==> config.mk <==
export PLATFORM = sky130hd
export DESIGN_NAME = tmr16_timer
export DESIGN_NICKNAME = d
export VERILOG_FILES = /design/src/common/tmr16_pkg.sv /design/src/hw/tmr16_timer.sv
export SDC_FILE = /design/constraint.sdc
export NUM_CORES = 1
export LEC_CHECK = 0
export ABC_AREA = 1
export BUFFER_PORTS_ARGS = -buffer_cell sky130_fd_sc_hd__clkbuf_2
export CAP_MARGIN = 0
export CORE_MARGIN = 4
export CORE_UTILIZATION = 35
export CTS_BUF_LIST = sky130_fd_sc_hd__clkbuf_16
export DETAILED_ROUTE_END_ITERATION = 10
export PLACE_DENSITY_LB_ADDON = 0.3
export SYNTH_ARGS = -nofsm -noshare
export SYNTH_HDL_FRONTEND = slang
export SYNTH_SLANG_ARGS = --single-unit
==> constraint.sdc <==
create_clock -name mclk -period 3.8 [get_ports mclk]
set_clock_uncertainty 0.1 [all_clocks]
set_input_delay 0.19 -clock mclk [delete_from_list [all_inputs] [get_ports mclk]]
set_output_delay 0.19 -clock mclk [all_outputs]
set_load 0.005 [all_outputs]
==> src/common/tmr16_pkg.sv <==
// package for the 16-bit interval/capture/pwm timer: register map, control
// field layout, reset values and encodings.
// assumes an apb slave with 32-bit data, one register per aligned word.
package tmr16_pkg;

  // register byte offsets
  localparam logic [7:0] TMR16_OFF_CTRL = 8'h40;
  localparam logic [7:0] TMR16_OFF_CNT = 8'h44;
  localparam logic [7:0] TMR16_OFF_REF = 8'h48;
  localparam logic [7:0] TMR16_OFF_STAT = 8'h4c;
  localparam logic [7:0] TMR16_OFF_MASK = 8'h50;
  localparam logic [7:0] TMR16_OFF_PORT7 = 8'h54;

  // reset values
  localparam logic [7:0] TMR16_CTRL_RST = 8'h00;
  localparam logic [7:0] TMR16_PORT7_RST = 8'h00;
  localparam logic [15:0] TMR16_REF_RST = 16'hffff;

  // control field positions
  localparam int TMR16_CLK_HI = 7;
  localparam int TMR16_CLK_LO = 5;
  localparam int TMR16_MODE_HI = 4;
  localparam int TMR16_MODE_LO = 3;
  localparam int TMR16_CLR_BIT = 2;
  localparam int TMR16_EDGE_BIT = 1;

  // port 7 capture-pin function field
  localparam int TMR16_P7_HI = 7;
  localparam int TMR16_P7_LO = 6;
  localparam logic [1:0] TMR16_P7_CAPIN = 2'h0;
  localparam logic [1:0] TMR16_P7_OUT = 2'h3;

  // status bit positions
  localparam int TMR16_ST_MATCH = 0;
  localparam int TMR16_ST_OVF = 1;

  // count clock selections
  localparam logic [2:0] TMR16_CK_1024 = 3'h0;
  localparam logic [2:0] TMR16_CK_256 = 3'h1;
  localparam logic [2:0] TMR16_CK_64 = 3'h2;
  localparam logic [2:0] TMR16_CK_8 = 3'h3;
  localparam logic [2:0] TMR16_CK_1 = 3'h4;
  localparam logic [2:0] TMR16_CK_EXT = 3'h5;
  localparam logic [2:0] TMR16_CK_STOP = 3'h7;

  localparam int TMR16_PRE_W = 10;

  typedef enum logic [1:0] {
    TMR16_INTERVAL = 2'h0,
    TMR16_CAPTURE = 2'h1,
    TMR16_PWM = 2'h3
  } tmr16_mode_t;

endpackage : tmr16_pkg

==> src/hw/tmr16_timer.sv <==
// 16-bit timer/counter with interval, capture and pwm modes behind apb.
// assumes pins external_count_clock and capture_in are asynchronous; all
// logic runs on mclk.
`timescale 1ns/10ps

// Summary of operation
// - three modes chosen by control field
// - count clock from prescaler taps or pin
// - 16-bit counter, comparator, reference; bytes readable
// - overflow and match/capture interrupts separate
// - interval match toggles output pin
// - interval match interrupts and clears counter
// - pwm match keeps counting, may interrupt
// - pwm counter wraps, wrap may interrupt
// - pwm low when reference <= counter
// - capture edge copies counter into reference
// - capture edge rising or falling selectable
// - port7 bits 7:6 choose capture pin function
// - capture mode overflow and load interrupts
// - control register at 40h, mode/clock/clear
// - reset loads control with 00h
// - clock field 111b stops counting
// - writing one to bit 2 clears counter
module tmr16_timer
  import tmr16_pkg::*;
#(
  // counter and prescaler widths
  parameter int CNT_W = 16,
  parameter int PRE_W = TMR16_PRE_W
)
(
  // clock and reset
  input wire logic mclk,
  input wire logic reset,
  // apb slave
  input wire logic psel,
  input wire logic penable,
  input wire logic pwrite,
  input wire logic [7:0] paddr,
  input wire logic [31:0] pwdata,
  output logic [31:0] prdata,
  output logic pready,
  output logic pslverr,
  // pins
  input wire logic external_count_clock,
  input wire logic capture_in,
  output logic match_toggle_out,
  output logic pwm_out,
  output logic capture_pin_out_en,
  // interrupts
  output logic overflow_irq,
  output logic match_capture_irq,
  output logic irq
);

  // the register views below are laid out for a 16-bit count, and the
  // slowest prescaler tap needs ten bits of prescaler
  if (CNT_W != 16)
  begin : g_bad_cnt_w
    $error("counter width must be 16");
  end
  if (PRE_W < 10)
  begin : g_bad_pre_w
    $error("prescaler too narrow for the slowest tap");
  end

  typedef struct packed {
    logic [7:0] ctrl;
    logic [7:0] port7;
    logic [CNT_W-1:0] cnt;
    logic [CNT_W-1:0] refv;
    logic [1:0] stat;
    logic [1:0] mask;
    logic [PRE_W-1:0] pre;
    logic [1:0] sync1;
    logic [1:0] sync2;
    logic [1:0] prev;
    logic toggle;
    logic pwm;
    logic [31:0] rdata;
  } tmr16_state_t;

  // positions of the two pins inside the synchroniser vectors
  localparam int PIN_EXT = 0;
  localparam int PIN_CAP = 1;

  tmr16_state_t st_r;
  tmr16_state_t st_nxt;

  logic wr_en;
  logic rd_en;
  logic mapped;
  logic acc;
  logic tick;
  logic match;
  logic wrap;
  logic cap_edge;
  logic cap_sel;
  logic clears_on_match;
  logic [1:0] ev;
  logic [1:0] pin_in;
  logic [1:0] pin_rise;
  logic [1:0] pin_fall;
  logic [1:0] irq_src;
  logic [1:0] p7_func;
  tmr16_mode_t mode;
  logic [2:0] cksel;

  // decode used by read and write paths
  function automatic logic is_mapped(input logic [7:0] a);
    is_mapped = (a == TMR16_OFF_CTRL) || (a == TMR16_OFF_CNT) ||
                (a == TMR16_OFF_REF) || (a == TMR16_OFF_STAT) ||
                (a == TMR16_OFF_MASK) || (a == TMR16_OFF_PORT7);
  endfunction : is_mapped

  // the prescaler tap for a selection; taps fire on the wrap of low bits
  function automatic logic tap_hit(input logic [2:0] s,
                                   input logic [PRE_W-1:0] p);
    case (s)
      TMR16_CK_1024:
        tap_hit = (p[9:0] == 10'h3ff);
      TMR16_CK_256:
        tap_hit = (p[7:0] == 8'hff);
      TMR16_CK_64:
        tap_hit = (p[5:0] == 6'h3f);
      TMR16_CK_8:
        tap_hit = (p[2:0] == 3'h7);
      TMR16_CK_1:
        tap_hit = 1'b1;
      default:
        tap_hit = 1'b0;
    endcase
  endfunction : tap_hit

  // every 16-bit view sits in the low half of one word
  function automatic logic [31:0] read_word(input logic [7:0] a,
                                            input tmr16_state_t s);
    logic [31:0] w;
    w = 32'h00000000;
    case (a)
      TMR16_OFF_CTRL:
        w[7:0] = s.ctrl;
      TMR16_OFF_CNT:
        w[CNT_W-1:0] = s.cnt;
      TMR16_OFF_REF:
        w[CNT_W-1:0] = s.refv;
      TMR16_OFF_STAT:
        w[1:0] = s.stat;
      TMR16_OFF_MASK:
        w[1:0] = s.mask;
      TMR16_OFF_PORT7:
        w[7:0] = s.port7;
      default:
        w = 32'h00000000;
    endcase
    read_word = w;
  endfunction : read_word

  // apb decode; zero-wait slave, unmapped addresses answer with pslverr
  assign mapped = is_mapped(paddr);
  assign acc = psel && penable;
  assign wr_en = acc && pwrite && mapped;
  assign rd_en = psel && !penable && !pwrite;
  assign pready = 1'b1;
  assign pslverr = acc && !mapped;
  assign prdata = st_r.rdata;

  // both pins pass two flops; the second flop and its one-cycle delayed copy feed the edge logic
  assign pin_in[PIN_EXT] = external_count_clock;
  assign pin_in[PIN_CAP] = capture_in;
  for (genvar i = 0; i < 2; i++)
  begin : g_pin_edge
    assign pin_rise[i] = st_r.sync2[i] && !st_r.prev[i];
    assign pin_fall[i] = !st_r.sync2[i] && st_r.prev[i];
  end

  // control field decode
  always_comb
  begin
    mode = tmr16_mode_t'(st_r.ctrl[TMR16_MODE_HI:TMR16_MODE_LO]);
    cksel = st_r.ctrl[TMR16_CLK_HI:TMR16_CLK_LO];
    p7_func = st_r.port7[TMR16_P7_HI:TMR16_P7_LO];
    clears_on_match = (mode == TMR16_INTERVAL);
  end

  // count tick selection
  always_comb
  begin
    // divided system clock or synchronised pin rising edge
    if (cksel == TMR16_CK_EXT)
    begin
      tick = pin_rise[PIN_EXT];
    end
    else
    begin
      tick = tap_hit(cksel, st_r.pre);  // stop code gives no tick
    end
  end

  // compare and wrap detection
  always_comb
  begin
    match = (st_r.cnt == st_r.refv) && tick && (mode != TMR16_CAPTURE);
    wrap = tick && (st_r.cnt == {CNT_W{1'b1}});
  end

  // capture edge: the pin must be handed to the timer by port 7
  always_comb
  begin
    cap_sel = (mode == TMR16_CAPTURE) && (p7_func == TMR16_P7_CAPIN);
    // edge select: 0 rising, 1 falling
    if (st_r.ctrl[TMR16_EDGE_BIT])
    begin
      cap_edge = cap_sel && pin_fall[PIN_CAP];
    end
    else
    begin
      cap_edge = cap_sel && pin_rise[PIN_CAP];
    end
  end

  // event bits: match/capture 0, overflow 1
  always_comb
  begin
    ev = 2'h0;
    ev[TMR16_ST_MATCH] = match || cap_edge;
    ev[TMR16_ST_OVF] = wrap;
  end

  always_comb
  begin
    st_nxt = st_r;

    // synchronisers and free-running prescaler
    st_nxt.sync1 = pin_in;
    st_nxt.sync2 = st_r.sync1;
    st_nxt.prev = st_r.sync2;
    st_nxt.pre = st_r.pre + {{(PRE_W-1){1'b0}}, 1'b1};

    // counter
    if (tick)
    begin
      if (match && clears_on_match)
      begin
        st_nxt.cnt = '0;
      end
      else
      begin
        st_nxt.cnt = st_r.cnt + {{(CNT_W-1){1'b0}}, 1'b1};
      end
    end

    // match toggle output
    if (match && clears_on_match)
    begin
      st_nxt.toggle = !st_r.toggle;
    end

    // registered compare, one cycle behind the counter
    st_nxt.pwm = (mode == TMR16_PWM) && (st_r.refv > st_r.cnt);

    // capture load
    if (cap_edge)
    begin
      st_nxt.refv = st_r.cnt;
    end

    // register writes
    if (wr_en)
    begin
      case (paddr)
        TMR16_OFF_CTRL:
        begin
          // clear bit acts, then reads back zero
          st_nxt.ctrl = pwdata[7:0] & ~(8'h01 << TMR16_CLR_BIT);
          if (pwdata[TMR16_CLR_BIT])
          begin
            st_nxt.cnt = '0;
          end
        end
        TMR16_OFF_REF:
        begin
          // a capture owns the reference; software may not overwrite it
          if (mode != TMR16_CAPTURE)
          begin
            st_nxt.refv = pwdata[CNT_W-1:0];
          end
        end
        TMR16_OFF_STAT:
        begin
          st_nxt.stat = st_r.stat & ~pwdata[1:0];
        end
        TMR16_OFF_MASK:
        begin
          st_nxt.mask = pwdata[1:0];
        end
        TMR16_OFF_PORT7:
        begin
          st_nxt.port7 = pwdata[7:0];
        end
        default:
        begin
          st_nxt.stat = st_r.stat;
        end
      endcase
    end

    // hardware set wins over a write-one clear in the same cycle
    st_nxt.stat = st_nxt.stat | ev;

    // read data latched in setup for the access phase
    if (rd_en)
    begin
      st_nxt.rdata = read_word(paddr, st_r);
    end
  end

  always_ff @(posedge mclk)
  begin
    if (reset)
    begin
      st_r <= '0;
      st_r.ctrl <= TMR16_CTRL_RST;
      st_r.port7 <= TMR16_PORT7_RST;
      st_r.refv <= TMR16_REF_RST;
    end
    else
    begin
      st_r <= st_nxt;
    end
  end

  // pin outputs
  assign match_toggle_out = st_r.toggle;
  assign pwm_out = st_r.pwm;
  // 11 hands the capture pin to the port as a plain output
  assign capture_pin_out_en = (p7_func == TMR16_P7_OUT);

  // one level request per source, gated by its mask bit
  for (genvar j = 0; j < 2; j++)
  begin : g_irq
    assign irq_src[j] = st_r.stat[j] && st_r.mask[j];
  end
  assign match_capture_irq = irq_src[TMR16_ST_MATCH];
  assign overflow_irq = irq_src[TMR16_ST_OVF];
  assign irq = match_capture_irq || overflow_irq;

endmodule : tmr16_timer

==> results.yml <==
sta:
  tns_ps: 0
  tightest_slew_ps: 922
  hold_viol: 0
  maxSlewHeadroom_pct: 38.3
  slew_viol_final: 0
  setup_viol: 0
  period_needed_ps: 2300
  grt_setup_unrepaired: "no"
  fmax_mhz: 435
  fin_crit_sh_pct: 60.5
die:
  rows: 42
  coreArea_um2: 13400
  io_pins: 87
  die_h_um: 126
  die_area_um2: 15800
  fp.dieW_um: 126
  initial_core_util_pct: 36.2
cts:
  clk_latency_ps: 340
  cts.clk_slew.worst_paths_ps: 60
  clock_path_buffers: 2
  clock_tree.root_cell: "clkbuf_16"
  ctsHtreeMaxLevel: 3
  cts_tree: "built"
  cts.sinks: 85
  numCtsBuffers: 9
logic_synthesis:
  synth-main-ff-cell: "dfxtp_1"
  netlist.area_leader.share_pct: 35.1
  ys_warn_count: 0
  synthCells: 655
  async_flop_share_pct: 0
  synth-seq-area-share_pct: 35.1
  netlist_top_cells_area: "dfxtp_1, nand2_1, inv_1"
  synth_top_area_cell: "dfxtp_1"
  synth_seq_cells: 85
  netlist_area_um2: 4850
  yosysUniqueCellTypes: 39
  synth_edf_count: 0
  syn_avg_cell_area_um2: 7.41
critical_path:
  path_class: "register to register"
  crit_path_max_fanout: 12
  cp_common_cell: "nor2_1"
  startpoint_type: "register"
  cp.depth: 13
  worst-path-buf-inv: 3
  r2r_cells: 13
  critical_path.top_delay_family: "simple AND/OR/NAND/NOR gates"
  crit_path_max_incr_delay_ps: 410
  required_ps: 3930
  arrival_ps: 2430
  end_kind: "register"
  slowest_stage: "dfxtp_1"
  crit_chain: "inv_1 > ha_1 > nand2_1 > nor2_1 > nand2_1 > inv_1 > nand3_1 > nor2_1 > nand3_4 > nand2_4 > inv_2 > o21ai_1 > nor2_1"
detailed_routing:
  post_drt_wl_per_cell_um: 13.4
  drc_errors: 0
  first_iter_violations: 234
  drt_wl_total_mm: 11.5
  ant_nets: 0
  vias: 4174
  firstDrtPassIters: 5
  vias_per_cell: 4.83
grt:
  grt_pass1_vias: 3975
  grt_max_degree: 34
  grtUsageTotal_pct: 15.0
  antenna_found_initial: 0
  grt_pass1_wl_mm: 19.4
  grt_overflow: 0
placed_design:
  placed_area_um2: 5010
  dpl.cell_count: 847
  port-buffer-count: 53
  globalplace.congestion: 0.913
  post-dp-hpwl_mm: 8.44
worst_hold_path:
  whs_path_depth: 3
  worst_hold_path_type: "primary input to register"
cells_and_area:
  layout-drive-gt1-share_pct: 18.6
  fin_nets: 750
  syn2layout_area_growth_pct: 9.98
  stdcell_count: 864
  fin_area_um2: 5340
  antennaDiodeCount: 0
power_and_ir_drop:
  power.density_nw_per_um2: 357
  finalPower_mw: 1.90
  p_leak_nw: 2.42
  ir_drop_mv: 0.190
run_status:
  status: "complete, no violations"
job:
  maxCapViolations: 0
-- registers in the layout, summed over array words and instances (netlist names) --
signal and flops:
st_r 56, prdata 16, st_nxt 4, cksel 3, mode 2, p7_func 2, match_toggle_out 1, pwm_out 1
-- cells in the final DEF (no fill, tap or decap), drive strengths merged, types with 2 or more instances in the layout --
cell type    Yosys  routed
a21oi           44      44
buf             45       2
bufinv           0       2
clkbuf           9      62
clkinv           0       3
conb             2      17
dfxtp           85      85
dlygate4sd3      0       2
ha              19      19
inv             91      91
nand2          141     141
nand3           30      30
nand4           15      15
nor2            57      57
nor3            12      12
nor3b            2       2
o211ai          28      28
o21ai           58      58
o22ai            7       7
xor2             6       6
-- cell usage after synthesis, drive strengths merged, types with 2 or more instances --
| cell | instances |
|---|---|
| a21oi | 44 |
| buf | 45 |
| clkbuf | 9 |
| conb | 2 |
| dfxtp | 85 |
| ha | 19 |
| inv | 91 |
| nand2 | 141 |
| nand3 | 30 |
| nand4 | 15 |
| nor2 | 57 |
| nor3 | 12 |
| nor3b | 2 |
| o211ai | 28 |
| o21ai | 58 |
| o22ai | 7 |
| xor2 | 6 |
-- logic make-up (layout without fill, tap and decap cells) --
| kind of cell | after synthesis | after routing | synth area share [%] |
|---|---|---|---|
| AO/OA/AOI/OAI | 140 | 140 | 17.5 |
| adder cells (fa/ha/maj) | 19 | 19 | 4.90 |
| XOR/XNOR | 6 | 6 | 1.08 |
| other | 2 | 17 | 0.155 |
| flip-flops | 85 | 85 | 35.1 |
| AND/OR/NAND/NOR | 258 | 258 | 26.0 |
| buffers and inverters | 145 | 163 | 15.3 |
-- worst register-to-register path: stages (launching register included) --
cell	delay [ps]
dfxtp_1	410
inv_1	110
ha_1	310
nand2_1	60
nor2_1	120
nand2_1	60
inv_1	100
nand3_1	100
nor2_1	220
nand3_4	170
nand2_4	220
inv_2	80
o21ai_1	80
nor2_1	50
-- layer usage --
layer	vias to the layer above	GRT usage, %	share of wire [%]
met1	1877	20.3	47
met3	14	3.30	6.8
met4	0	4.29	1.5
met2	120	24.0	45
met5	-	0	0
li1	2163	-	-
-- per-stage QoR --
step	hold slack [ps]	utilization (%)	worst slack (ps)
2_1_floorplan	159	-	1950
3_3_place_gp	281	37.4	1550
3_5_place_dp	288	37.4	1530
4_1_cts	1.16	39.8	1510
5_1_grt	31.7	39.8	1290
6_report	10.6	39.8	1500
-- final cells by class --
type                            instances  area [um2]
Sequential cell                        85        1700
Clock inverter                          6        78.8
Multi-Input combinational cell        440        2460
Fill cell                            1412        8060
Tap cell                              176         220
Timing Repair Buffer                   57         300
Inverter                               91         347
Clock buffer                            9         225
-- power breakdown --
part,leakage (nW),switching (mW),internal (mW)
Clock,0.144,0.347,0.565
Combinational,1.59,0.0574,0.0305
Sequential,0.688,0.00471,0.900
Total,2.42,0.409,1.50
-- path summary, 6_finish.rpt --
path                                       startpoint                    end  slack [ps]
worst max register to register    st_r[81]$_SDFF_PP0_    st_r[83]$_SDFF_PP0_        1500
worst min-delay path                       pwdata[11]    st_r[65]$_SDFF_PP1_          10
worst max-delay path              st_r[81]$_SDFF_PP0_    st_r[83]$_SDFF_PP0_        1500
worst min register to register  st_nxt[36]$_SDFF_PP0_  st_nxt[34]$_SDFF_PP0_         300
-- repair_timing --
item,4_1_cts,5_1_grt
hold buffers,2,0
resized for setup,0,0
hold endpoints to repair,2,0
setup buffers,0,0
No activity file was read; power rests on OpenSTA's default activity.
